[src/include/efr_map.vh]
// Register offsets, field positions and code constants for the event/ID bank
`ifndef EFR_MAP_VH
`define EFR_MAP_VH
`define EFR_ADDR_EVENT_FLAGS   8'h18
`define EFR_ADDR_DIE_TYPE      8'h1a
`define EFR_ADDR_VARIANT_REV   8'h1b
`define EFR_BIT_LOWBATT_CUT    7
`define EFR_BIT_BLANK_ILIM     6
`define EFR_RSVD_ZERO          6'h00
`define EFR_READ_IDLE          8'h00
`define EFR_RSVD_MSB           5
`define EFR_RSVD_LSB           0
`define EFR_EVENT_COUNT        2
`define EFR_EVENT_LOWBATT      1
`define EFR_EVENT_BLANK        0
`define EFR_LEVEL_LOW          1'b0
`define EFR_LEVEL_HIGH         1'b1
// Identity codes: arbitrary neutral values, BCD digits
`define EFR_DIE_TYPE_HI        4'h4
`define EFR_DIE_TYPE_LO        4'h2
`define EFR_VARIANT_PLAIN      4'h0
`define EFR_REVISION_CODE      4'h3
`endif

[src/hdl/efr_event_id_regs.v]
// Event status register and die identification registers
`timescale 1ns/1ps
`default_nettype none
`include "efr_map.vh"

// Function
// - Bit 7 latches low-battery current cut events since last read.
// - Bit 6 latches input limit reached during transmit blanking since read.
// - Status bits 5 down to 0 always read zero.
// - Flags held until read, cleared by read, set again if cause persists.
// - Die type register returns two BCD digits in high and low nibbles.
// - ID registers are constants, independent of reset and writes.
// - Variant nibble is BCD, zero means plain variant.
// - Low nibble of second ID register is BCD mask revision.
module efr_event_id_regs (
   input  wire       mclk_i,
   input  wire       reset_n_i,
   input  wire       low_battery_current_cut_i,
   input  wire       blank_input_limit_i,
   input  wire       reg_rd_i,
   input  wire       reg_wr_i,
   input  wire [7:0] reg_addr_i,
   input  wire [7:0] reg_wdata_i,
   output reg  [7:0] reg_rdata_o,
   output wire       lowbatt_cut_event_flag_o,
   output wire       blank_input_limit_flag_o
);

   // ==========================================================
   // Reset release
   // Asserts at once, releases on a clock edge, so that every
   // flop below leaves reset on the same edge
   reg                         rst_meta_n;
   reg                         rst_n;

   always @(posedge mclk_i or negedge reset_n_i) begin
      if (!reset_n_i) begin
         rst_meta_n <= `EFR_LEVEL_LOW;
      end else begin
         rst_meta_n <= `EFR_LEVEL_HIGH;
      end
   end

   always @(posedge mclk_i or negedge reset_n_i) begin
      if (!reset_n_i) begin
         rst_n <= `EFR_LEVEL_LOW;
      end else begin
         rst_n <= rst_meta_n;
      end
   end

   // ==========================================================
   // Event inputs
   // Both causes come from the analog side, with no relation
   // to mclk_i; they are levels, not pulses
   wire [`EFR_EVENT_COUNT-1:0] ev_raw;
   wire [`EFR_EVENT_COUNT-1:0] ev_flag;

   assign ev_raw[`EFR_EVENT_LOWBATT] = low_battery_current_cut_i;
   assign ev_raw[`EFR_EVENT_BLANK]   = blank_input_limit_i;

   // ==========================================================
   // Read decode
   wire                        rd_status;
   wire                        rd_die_type;
   wire                        rd_variant;

   assign rd_status   = reg_rd_i &
                        (reg_addr_i == `EFR_ADDR_EVENT_FLAGS);
   assign rd_die_type = reg_rd_i &
                        (reg_addr_i == `EFR_ADDR_DIE_TYPE);
   assign rd_variant  = reg_rd_i &
                        (reg_addr_i == `EFR_ADDR_VARIANT_REV);

   // ==========================================================
   // Sticky flags, one slice per event
   genvar gi;

   generate
      for (gi = 0; gi < `EFR_EVENT_COUNT; gi = gi + 1) begin : g_event
         reg  meta;
         reg  sync;
         reg  flag;
         wire next_flag;

         // First synchroniser stage; nothing but sync reads it
         always @(posedge mclk_i or negedge rst_n) begin
            if (!rst_n) begin
               meta <= `EFR_LEVEL_LOW;
            end else begin
               meta <= ev_raw[gi];
            end
         end

         // Second synchroniser stage
         always @(posedge mclk_i or negedge rst_n) begin
            if (!rst_n) begin
               sync <= `EFR_LEVEL_LOW;
            end else begin
               sync <= meta;
            end
         end

         // Set wins over the read clear, so an event in the
         // read cycle is never lost; writes have no path here
         assign next_flag = sync | (flag & ~rd_status);

         always @(posedge mclk_i or negedge rst_n) begin
            if (!rst_n) begin
               flag <= `EFR_LEVEL_LOW;
            end else begin
               flag <= next_flag;
            end
         end

         assign ev_flag[gi] = flag;
      end
   endgenerate

   // ==========================================================
   // Register words
   wire [7:0]                  status_word;
   wire [7:0]                  die_type_word;
   wire [7:0]                  variant_rev_word;

   assign status_word[`EFR_BIT_LOWBATT_CUT] =
          ev_flag[`EFR_EVENT_LOWBATT];
   assign status_word[`EFR_BIT_BLANK_ILIM] =
          ev_flag[`EFR_EVENT_BLANK];
   assign status_word[`EFR_RSVD_MSB:`EFR_RSVD_LSB] =
          `EFR_RSVD_ZERO;

   // Hardwired: no reset and no write reaches these words
   assign die_type_word    = {`EFR_DIE_TYPE_HI,
                              `EFR_DIE_TYPE_LO};
   assign variant_rev_word = {`EFR_VARIANT_PLAIN,
                              `EFR_REVISION_CODE};

   // ==========================================================
   // Read data mux
   // Idle cycles and unmapped addresses both give zero, so a
   // host that samples late sees zero, never stale data
   reg  [7:0]                  next_rdata;

   always @* begin
      next_rdata = `EFR_READ_IDLE;
      if (rd_status) begin
         next_rdata = status_word;
      end else if (rd_die_type) begin
         next_rdata = die_type_word;
      end else if (rd_variant) begin
         next_rdata = variant_rev_word;
      end else begin
         next_rdata = `EFR_READ_IDLE;
      end
   end

   // ==========================================================
   // Read data register
   // The flag value is taken on the same edge that clears it,
   // so the host always sees the pre-clear value
   always @(posedge mclk_i or negedge rst_n) begin
      if (!rst_n) begin
         reg_rdata_o <= `EFR_READ_IDLE;
      end else begin
         reg_rdata_o <= next_rdata;
      end
   end

   // ==========================================================
   // Flag outputs
   assign lowbatt_cut_event_flag_o = ev_flag[`EFR_EVENT_LOWBATT];
   assign blank_input_limit_flag_o = ev_flag[`EFR_EVENT_BLANK];

   // ==========================================================
   // Host writes
   // Every register of this bank is read-only: reg_wr_i and
   // reg_wdata_i reach no logic, so a write can neither change
   // a code nor clear a pending flag

endmodule // efr_event_id_regs
`default_nettype wire

[config.mk]
export PLATFORM = sky130hd
export DESIGN_NAME = efr_event_id_regs
export DESIGN_NICKNAME = d
export VERILOG_FILES = /design/src/hdl/efr_event_id_regs.v
export VERILOG_INCLUDE_DIRS = /design/src /design/src/include
export SDC_FILE = /design/constraint.sdc
export NUM_CORES = 1
export LEC_CHECK = 0
export BUFFER_PORTS_ARGS = -buffer_cell sky130_fd_sc_hd__buf_2
export CAP_MARGIN = 20
export CORE_AREA = 4 4 41 43
export CTS_CLUSTER_SIZE = 25
export DETAILED_ROUTE_END_ITERATION = 8
export DIE_AREA = 0 0 45 47
export PLACE_DENSITY_LB_ADDON = 0.05
export SLEW_MARGIN = 20
export SYNTH_ARGS = -nofsm -noshare
export SYNTH_HDL_FRONTEND = slang
export SYNTH_SLANG_ARGS = --single-unit
[constraint.sdc]
create_clock -name mclk_i -period 0.8 [get_ports mclk_i]
set_input_delay 0.16 -clock mclk_i [delete_from_list [all_inputs] [get_ports mclk_i]]
set_output_delay 0.16 -clock mclk_i [all_outputs]
set_load 0.01 [all_outputs]
==> reports/metrics.cfg, run 1 <==
[layout]
nNetsFinal = 80
drive_gt1_share_pct = 46.4
fillers = 140
area_delta_synth_final_pct = 33.9
fin_util_pct = 46.3
diodes = 0

[power_and_ir_drop]
pwr-share-seq_pct = 60.1
switching_share_pct = 21.0
p_comb_share_pct = 7.2
p_leak_nw = 0.314
p_per_area_nw_per_um2 = 1760
ir_drop_mv = 0.884
power.total_w = 0.00106
power_frac_clock_pct = 32.7
switching_power_w = 0.000222
intPower_w = 0.000838

[yosys]
synth.largest_area_cell = dfrtp_1
synth_common_cells = dfrtp_1, buf_4, nor2_1
yosysWarnings = 0
synth_ff_type = dfrtp_1
synth_cell_types = 13
synth_edf_count = 0
syn_area_um2 = 450
syn_avg_cell_area_um2 = 14.1
ys_seq_area_share_pct = 66.7
ys_ff_latch = 12
async_reset_ff_share_pct = 100
yosysTopAreaCellShare_pct = 66.7
synth_cells = 32
synth.area.top_cells = dfrtp_1, buf_4, nor4b_4, nor2_1, a31oi_1
synth.most_common_cell = dfrtp_1

[timing]
fin_tns_setup_ns = -0.763
period_minus_slack_ns = 0.962
skew_ns = 0.00411
drv_slew = 0
rsz0062_at_grt = yes
fmax_mhz = 1040
report.final.setup_viol = 7
hold_viol = 0
period_share_pct = 120
fin_ws_ns = -0.162

[die]
num_rows = 13
core_region_area_um2 = 1300
initial_core_util_pct = 34.6
die_h_um = 47
die_w_um = 45
dieArea_um2 = 2120
num_io_pins = 32

[clocking]
clk_pin_slew_ns = 0.07
cts_root_buf = clkbuf_4
cts_tree = done
cts_buffers = 3
clk_latency_ns = 0.26
htreeDepth = 1
clock_path_buffers = 2
cts_sinks = 12

[route]
firstDrtPassIters = 2
top_layer_used = met3
routed_wl_um = 816
drt_iter0_markers = 2
route.met3.wl_um = 62
wl_per_cell_um = 11.5
drt-met1-wl_um = 279
ant_nets = 0
drc = 0
routed_via_density = 4.41
routed-wl-met2_um = 475
vias = 313

[placement]
io_buffers = 18
globalplace.congestion = 0.615

[critical_path]
cp-start-kind = register
required_ns = 0.64
crit_path_cell_trace = buf_2
crit_path_top_delay_cell = dfrtp_1
critPathArrivalTime_ns = 0.80
end_kind = output pin
cp_num_buf_inv = 1
critPathMaxStageDelay_ns = 0.40
path_class = reg2out
worst-path-max-fanout = 3
crit_family = flip-flops

[global_route]
grt_pass1_wl_mm = 1.28
grt_max_degree = 11
grt.total_usage_pct = 8.76
globalRoute.totalOverflow = 0
antenna_found_initial = 0
grt_pass1_vias = 310

[min_path]
min_path_type = reg2async

[job]
cap_violations = 0

[outcome]
violations = setup timing
status = finished with violations

power by group through the flow:
stage | Clock, W | Sequential (W) | Combinational [W]
after floorplan | 0 | 0.000645 | 0.0000392
after global placement | 0 | 0.000648 | 0.0000623
after detailed placement | 0 | 0.000649 | 0.0000651
after CTS | 0.000368 | 0.000637 | 0.0000765
after global routing | 0.000396 | 0.000640 | 0.0000854
final | 0.000347 | 0.000637 | 0.0000763
layout by cell type (no fill, tap or decap):
master,Yosys,routed
dlygate4sd3_1,0,3
nor2_1,4,3
nor2b_1,1,1
dfrtp_1,12,12
clkbuf_4,0,3
o211a_1,1,1
and2_1,1,1
nor4b_4,1,1
and4bb_2,1,1
buf_2,0,18
and4b_1,1,1
and3_2,1,1
and4_1,1,1
conb_1,2,5
nor2_2,0,1
buf_4,4,1
a31oi_1,2,2
metrics by stage:
step / hold slack [ns] / worst slack [ns] / area (um2) / cells
final: 0.159 / -0.162 / 603 / 71
after global placement: -0.0561 / -0.159 / 541 / 64
after floorplan: -0.136 / 0.0326 / 462 / 35
after global routing: 0.172 / -0.196 / 603 / 71
after detailed placement: -0.0536 / -0.199 / 541 / 64
after CTS: 0.173 / -0.176 / 601 / 71
worst register-to-register path, stage by stage, from the launching register on:
cell     delay (ns)
dfrtp_1        0.38
buf_4          0.14
o211a_1        0.21
metal layers:
metal,vias to the layer above,GRT usage (%)
met5,-,0
met1,151,8.37
met4,0,5.26
met2,11,16.7
li1,151,-
met3,0,2.30
timing repair:
| item | CTS | global route |
|---|---|---|
| resized for setup | 0 | 1 |
| hold endpoints to repair | 4 | 0 |
| pin swaps | 1 | 0 |
| hold buffers | 3 | 0 |
| setup endpoints to repair | 6 | 8 |
| setup buffers | 1 | 0 |
final timing paths:
| check | end | slack [ns] | depth (start not counted) | startpoint |
|---|---|---|---|---|
| worst max-delay path | lowbatt_cut_event_flag_o | -0.16 | 1 | lowbatt_cut_event_flag_o |
| min in group mclk_i | reg_rdata_o[0] | 0.18 | 2 | reg_addr_i[0] |
| worst max register to register | reg_rdata_o[6] | -0.05 | 2 | blank_input_limit_flag_o |
| max in group asynchronous | reg_rdata_o[0] | 0.36 | 0 | rst_n |
| worst min register to register | g_event[1].meta | 0.16 | 0 | rst_n |
| worst min-delay path | g_event[1].meta | 0.16 | 0 | rst_n |
cells by family (layout without fill, tap and decap cells):
family	after synthesis	count (layout)	synth area share (%)
buf+inv	4	25	6.67
other cells	2	5	1.67
flops	12	12	66.7
simple gates	11	11	20.0
compound gates	3	3	5.00
state kept, by name, summed over array words and instances (netlist names):
name                      count
blank_input_limit_flag_o      1
g_event.meta                  2
g_event.sync                  2
lowbatt_cut_event_flag_o      1
reg_rdata_o                   4
rst_meta_n                    1
rst_n                         1
cell type report:
| type | instances | area, um2 | share of cell area [%] |
|---|---|---|---|
| clock buffer | 3 | 22.5 | 3.73 |
| sequential | 12 | 300 | 49.8 |
| multi-input combinational | 19 | 134 | 22.2 |
| timing repair buffer | 22 | 128 | 21.2 |
| tap | 15 | 18.8 | 3.11 |
Power figures use the tool's default switching activity.
==> run 2: changes to the inputs <==
--- a/config.mk
+++ b/config.mk
@@ -6,6 +6,7 @@
 export SDC_FILE = /design/constraint.sdc
 export NUM_CORES = 1
 export LEC_CHECK = 0
+export ABC_AREA = 1
 export BUFFER_PORTS_ARGS = -buffer_cell sky130_fd_sc_hd__buf_2
 export CAP_MARGIN = 20
 export CORE_AREA = 4 4 41 43
==> reports/metrics.cfg, run 2 <==
[layout]
drive_gt1_share_pct = 43.8  ; was 46.4%
nNetsFinal = 96  ; was 80
stdcell_count = 88  ; was 71
layout_commonest_cell = buf_2  ; unchanged
fillers = 130  ; was 140
largest_register_ffs = 4  ; unchanged
most-common-layout-cells = buf_2, dfrtp_1, inv_1, nand2_1  ; was buf_2, dfrtp_1, conb_1
fin_util_pct = 50.9  ; was 46.3%
multi_input_area_um2 = 138  ; was 134 um2
top_regs = reg_rdata_o (4), g_event.meta (2), g_event.sync (2)  ; unchanged
top_register = reg_rdata_o  ; unchanged
area_delta_synth_final_pct = 37.0  ; was 33.9%
seqCellArea_um2 = 300  ; unchanged
diodes = 0  ; unchanged

[power_and_ir_drop]
p_leak_nw = 0.365  ; was 0.314 nW
pwr-share-seq_pct = 53.7  ; was 60.1%
switching_share_pct = 20.5  ; was 21.0%
p_comb_share_pct = 7.4  ; was 7.2%
p_per_area_nw_per_um2 = 1790  ; was 1760 nW/um2
ir_drop_mv = 1.30  ; was 0.884 mV
switching_power_w = 0.000242  ; was 0.000222 W
power_frac_clock_pct = 38.9  ; was 32.7%
intPower_w = 0.000941  ; was 0.000838 W

[yosys]
synth-simple-area-share_pct = 23.1  ; was 20.0%
ys_ff_latch = 12  ; unchanged
synth_cells = 47  ; was 32
syn_area_um2 = 483  ; was 450 um2
synth_compound_area_share_pct = 0  ; was 5.00%
synth_ff_type = dfrtp_1  ; unchanged
synth.most_common_cell = dfrtp_1  ; unchanged
ys_seq_area_share_pct = 62.2  ; was 66.7%
yosysTopAreaCellShare_pct = 62.2  ; was 66.7%
synth_top_family_by_area = simple AND/OR/NAND/NOR gates  ; unchanged
synth.area.top_cells = dfrtp_1, buf_4, nor3b_2, inv_1, nand2_1  ; was dfrtp_1, buf_4, nor4b_4, nor2_1, a31oi_1
async_reset_ff_share_pct = 100  ; unchanged
synth.largest_area_cell = dfrtp_1  ; unchanged
yosysWarnings = 0  ; unchanged
synth_edf_count = 0  ; unchanged
syn_avg_cell_area_um2 = 10.3  ; was 14.1 um2
synth_fa_ha_area_share_pct = 0  ; unchanged
synth_cell_types = 13  ; unchanged
muxShareOfSynthArea_pct = 0  ; unchanged
synth-xor-area-share_pct = 0  ; unchanged
synth_common_cells = dfrtp_1, inv_1, nand2_1, nor2_1, buf_4  ; was dfrtp_1, buf_4, nor2_1

[route]
routed_wl_um = 853  ; was 816 um
drc = 0  ; unchanged
vias = 349  ; was 313
route.met3.wl_um = 57  ; was 62 um
wl_per_cell_um = 9.69  ; was 11.5 um
routed-wl-met2_um = 455  ; was 475 um
top_layer_used = met3  ; unchanged
drt-met1-wl_um = 340  ; was 279 um
ant_nets = 0  ; unchanged
routed_via_density = 3.97  ; was 4.41
drt_iter0_markers = 2  ; unchanged
firstDrtPassIters = 4  ; was 2

[placement]
dp_cells = 79  ; was 64
io_buffers = 18  ; unchanged
dp_hpwl_um = 673
globalplace.congestion = 0.681  ; was 0.615

[min_path]
min_path_type = reg2async  ; unchanged

[timing]
period_share_pct = 117  ; was 120%
rsz0062_at_grt = yes  ; unchanged
fin_ws_ns = -0.136  ; was -0.162 ns
fmax_mhz = 1070  ; was 1040 MHz
skew_ns = 0.000809  ; was 0.00411 ns
hold_viol = 0  ; unchanged
period_minus_slack_ns = 0.936  ; was 0.962 ns
drv_slew = 0  ; unchanged
fin_tns_setup_ns = -0.717  ; was -0.763 ns
report.final.setup_viol = 6  ; was 7

[die]
die_w_um = 45  ; unchanged
num_rows = 13  ; unchanged
dieArea_um2 = 2120  ; unchanged
die_h_um = 47  ; unchanged
core_region_area_um2 = 1300  ; unchanged
initial_core_util_pct = 37.1  ; was 34.6%
num_io_pins = 32  ; unchanged

[clocking]
clk_latency_ns = 0.26  ; about the same
cts_tree = done  ; unchanged
htreeDepth = 1  ; unchanged
cts_sinks = 12  ; unchanged
clk_pin_slew_ns = 0.07  ; about the same
cts_buffers = 3  ; unchanged
clock_path_buffers = 2  ; unchanged
cts_root_buf = clkbuf_4  ; unchanged

[critical_path]
required_ns = 0.64  ; about the same
cp_num_buf_inv = 1  ; unchanged
critPathArrivalTime_ns = 0.78  ; was 0.80 ns
crit_path_top_delay_cell = dfrtp_1  ; unchanged
r2r_cells = 3  ; was 2
cp-start-kind = register  ; unchanged
path_depth = 1  ; unchanged
crit_path_cell_trace = buf_2  ; unchanged
crit_family = flip-flops  ; unchanged
end_kind = output pin  ; unchanged
critPathMaxStageDelay_ns = 0.37  ; was 0.40 ns
worst-path-max-fanout = 2  ; was 3
path_class = reg2out  ; unchanged

[global_route]
grt_pass1_wl_mm = 1.33  ; was 1.28 mm
grt.total_usage_pct = 9.30  ; was 8.76%
grt_max_degree = 11  ; unchanged
antenna_found_initial = 0  ; unchanged
globalRoute.totalOverflow = 0  ; unchanged
grt_pass1_vias = 346  ; was 310

[outcome]
status = finished with violations  ; unchanged
violations = setup timing  ; unchanged

[job]
cap_violations = 0  ; unchanged

-- run 2: cell types whose count changed after synthesis, moves of 2 or more --
cell	previous run	this run
inv_1	0	6
nand2_1	0	6
inv_2	0	3
a31oi_1	2	0
nand3_1	0	2
nor2_1	4	6
nor3b_2	0	2
-- run 2: repair_timing --
| action | 4_1_cts | 5_1_grt |
|---|---|---|
| hold endpoints to repair | 4 | 0 |
| hold buffers | 3 | 0 |
| pin swaps | 0 | 0 |
| resized for setup | 0 | 2 |
| buffers inserted | 2 | 1 |
| setup endpoints to repair | 6 | 7 |
-- run 2: path summary, 6_finish.rpt --
kind	startpoint	end	slack (ns)
max	blank_input_limit_flag_o	blank_input_limit_flag_o	-0.14
min	rst_n	g_event[1].sync	0.16
max reg2reg	blank_input_limit_flag_o	reg_rdata_o[6]	0.06
min reg2reg	rst_n	g_event[1].sync	0.16
max in group asynchronous	rst_n	reg_rdata_o[6]	0.36
min in group mclk_i	reg_addr_i[0]	reg_rdata_o[7]	0.19
-- run 2: metal layers --
layer / global-route usage (%) / vias up
met5: 0 / -
li1: - / 183
met4: 3.51 / 0
met1: 8.31 / 154
met2: 16.9 / 12
met3: 5.75 / 0
-- run 2: through the flow --
step / hold WS [ns] / worst slack (ns) / total power (W) / instance area [um2]
final: 0.162 / -0.136 / 0.00118 / 662
after floorplan: -0.136 / 0.111 / 0.000693 / 494
after detailed placement: -0.0513 / -0.0458 / 0.000723 / 573
after global routing: 0.176 / -0.182 / 0.00127 / 662
after global placement: -0.0528 / -0.0332 / 0.000719 / 573
after CTS: 0.173 / -0.153 / 0.00121 / 654
-- run 2: power by group through the flow --
stage          registers (W)  clock network (W)  logic [W]
2_1_floorplan       0.000644                  0  0.0000489
3_3_place_gp        0.000647                  0  0.0000727
3_5_place_dp        0.000648                  0  0.0000748
4_1_cts             0.000636           0.000488  0.0000862
5_1_grt             0.000639           0.000528  0.0000987
6_report            0.000635           0.000460  0.0000877
-- run 2: cells by family after synthesis --
kind of cell / count (synthesis)
and+or+nand+nor: 20
buffers and inverters: 13
DFF: 12
other: 2
-- run 2: cell type report --
| class | instances | share of cell area, % |
|---|---|---|
| inverters | 9 | 5.10 |
| flip-flops and latches | 12 | 45.4 |
| clock buffers | 4 | 5.48 |
| repair buffers | 23 | 20.4 |
| well taps | 15 | 2.84 |
| multi-input cells | 25 | 20.8 |
==> run 3: changes to the inputs <==
--- a/config.mk
+++ b/config.mk
@@ -9,10 +9,10 @@
 export ABC_AREA = 1
 export BUFFER_PORTS_ARGS = -buffer_cell sky130_fd_sc_hd__buf_2
 export CAP_MARGIN = 20
-export CORE_AREA = 4 4 41 43
+export CORE_MARGIN = 4
+export CORE_UTILIZATION = 35
 export CTS_CLUSTER_SIZE = 25
 export DETAILED_ROUTE_END_ITERATION = 8
-export DIE_AREA = 0 0 45 47
 export PLACE_DENSITY_LB_ADDON = 0.05
 export SLEW_MARGIN = 20
 export SYNTH_ARGS = -nofsm -noshare
==> reports/metrics.cfg, run 3 (synthesis results as in run 2) <==
[global_route]
globalRoute.totalOverflow = 0  ; unchanged
grt.total_usage_pct = 7.93  ; was 9.30%
antenna_found_initial = 0  ; unchanged
grt_pass1_vias = 268  ; was 346
grt_pass1_wl_mm = 1.06  ; was 1.33 mm
grt_max_degree = 11  ; unchanged

[route]
route.met3.wl_um = 81  ; was 57 um
routed_wl_um = 751  ; was 853 um
vias = 358  ; was 349
firstDrtPassIters = 1  ; was 4
ant_nets = 0  ; unchanged
wl_per_cell_um = 8.53  ; was 9.69 um
drt-met1-wl_um = 271  ; was 340 um
routed-wl-met2_um = 398  ; was 455 um
drt_iter0_markers = 0  ; was 2
routed_via_density = 4.07  ; was 3.97
top_layer_used = met3  ; unchanged
drc = 0  ; unchanged

[layout]
diodes = 0  ; unchanged
multi_input_area_um2 = 130  ; was 138 um2
drive_gt1_share_pct = 42.5  ; was 43.8%
top_register = reg_rdata_o  ; unchanged
fillers = 128  ; was 130
stdcell_count = 88  ; unchanged
most-common-layout-cells = buf_2, dfrtp_1, nor2_1, inv_1, nand2_1  ; was buf_2, dfrtp_1, inv_1, nand2_1
area_delta_synth_final_pct = 35.5  ; was 37.0%
nNetsFinal = 96  ; unchanged
fin_util_pct = 50.3  ; was 50.9%
layout_commonest_cell = buf_2  ; unchanged
largest_register_ffs = 4  ; unchanged
seqCellArea_um2 = 300  ; unchanged
top_regs = reg_rdata_o (4), g_event.meta (2), g_event.sync (2)  ; unchanged

[power_and_ir_drop]
p_per_area_nw_per_um2 = 1800  ; was 1790 nW/um2
ir_drop_mv = 1.70  ; was 1.30 mV
p_leak_nw = 0.365  ; about the same

[timing]
period_minus_slack_ns = 0.945  ; was 0.936 ns
period_share_pct = 118  ; was 117%
skew_ns = 0.00209  ; was 0.000809 ns
rsz0062_at_grt = yes  ; unchanged
hold_viol = 0  ; unchanged
fmax_mhz = 1060  ; was 1070 MHz
report.final.setup_viol = 6  ; unchanged
drv_slew = 0  ; unchanged
fin_ws_ns = -0.145  ; was -0.136 ns

[die]
core_region_area_um2 = 1300  ; unchanged
initial_core_util_pct = 37.1  ; unchanged
die_h_um = 45.1  ; was 47 um
dieArea_um2 = 2040  ; was 2120 um2
num_rows = 13  ; unchanged
die_w_um = 45.1  ; was 45 um
num_io_pins = 32  ; unchanged

[critical_path]
crit_path_cell_trace = buf_2  ; unchanged
crit_path_top_delay_cell = dfrtp_1  ; unchanged
cp-start-kind = register  ; unchanged
end_kind = output pin  ; unchanged
worst-path-max-fanout = 2  ; unchanged
reg2reg_slack_ns = 0.02  ; was 0.06 ns
critPathArrivalTime_ns = 0.78  ; about the same
critPathMaxStageDelay_ns = 0.38  ; was 0.37 ns
required_ns = 0.64  ; about the same
cp_num_buf_inv = 1  ; unchanged
path_class = reg2out  ; unchanged
crit_family = flip-flops  ; unchanged

[clocking]
htreeDepth = 1  ; unchanged
cts_root_buf = clkbuf_4  ; unchanged
clk_latency_ns = 0.26  ; about the same
cts_sinks = 12  ; unchanged
clk_pin_slew_ns = 0.07  ; about the same
cts_tree = done  ; unchanged
clock_path_buffers = 2  ; unchanged
cts_buffers = 3  ; unchanged
cts_resized = 0  ; unchanged

[placement]
dp_cells = 79  ; unchanged
globalplace.congestion = 0.725  ; was 0.681
io_buffers = 18  ; unchanged
dp_hpwl_um = 613  ; was 673 um

[job]
cap_violations = 0  ; unchanged

[outcome]
status = finished with violations  ; unchanged
violations = setup timing  ; unchanged

[min_path]
min_path_type = reg2async  ; unchanged

run 3: power by group:
group	switching [W]	internal [W]	total [W]
clock	0.000184	0.000276	0.000460
sequential	0.0000124	0.000622	0.000634
combinational	0.0000433	0.0000422	0.0000855
run 3: layout make-up:
type / count / area share [%]
Clock buffer: 4 / 5.54
Inverter: 9 / 5.16
Multi-Input combinational cell: 25 / 19.9
Sequential cell: 12 / 45.9
Tap cell: 15 / 2.87
Timing Repair Buffer: 23 / 20.7
run 3: per-layer routing:
layer	vias up	track usage, %
li1	180	-
met4	0	3.51
met1	165	7.27
met5	-	0
met3	0	5.98
met2	13	13.0
run 3: what timing repair did:
action / in CTS / in global routing
hold buffers: 3 / 0
buffers inserted: 2 / 0
setup endpoints to repair: 6 / 6
endpoints found under the hold margin: 4 / 0
run 3: final timing paths:
check	from	endpoint	depth (start not counted)
setup / recovery	blank_input_limit_flag_o	blank_input_limit_flag_o	1
hold / removal	rst_n	g_event[1].sync	0
setup reg to reg	blank_input_limit_flag_o	reg_rdata_o[6]	3
hold reg to reg	rst_n	g_event[1].sync	0
max in group asynchronous	rst_n	reg_rdata_o[0]	0
min in group mclk_i	reg_addr_i[1]	reg_rdata_o[7]	3
run 3: stage by stage:
stage | total power, W | setup TNS (ns) | instance area (um2) | hold WS, ns | setup slack (ns)
finish | 0.00118 | -0.716 | 654 | 0.160 | -0.145
global route | 0.00126 | -0.973 | 654 | 0.165 | -0.187
CTS | 0.00121 | -0.806 | 654 | 0.169 | -0.161
detailed placement | 0.000722 | -0.0621 | 573 | -0.0526 | -0.0328
global placement | 0.000720 | -0.0600 | 573 | -0.0524 | -0.0310
floorplan | 0.000693 | 0 | 494 | -0.136 | 0.111
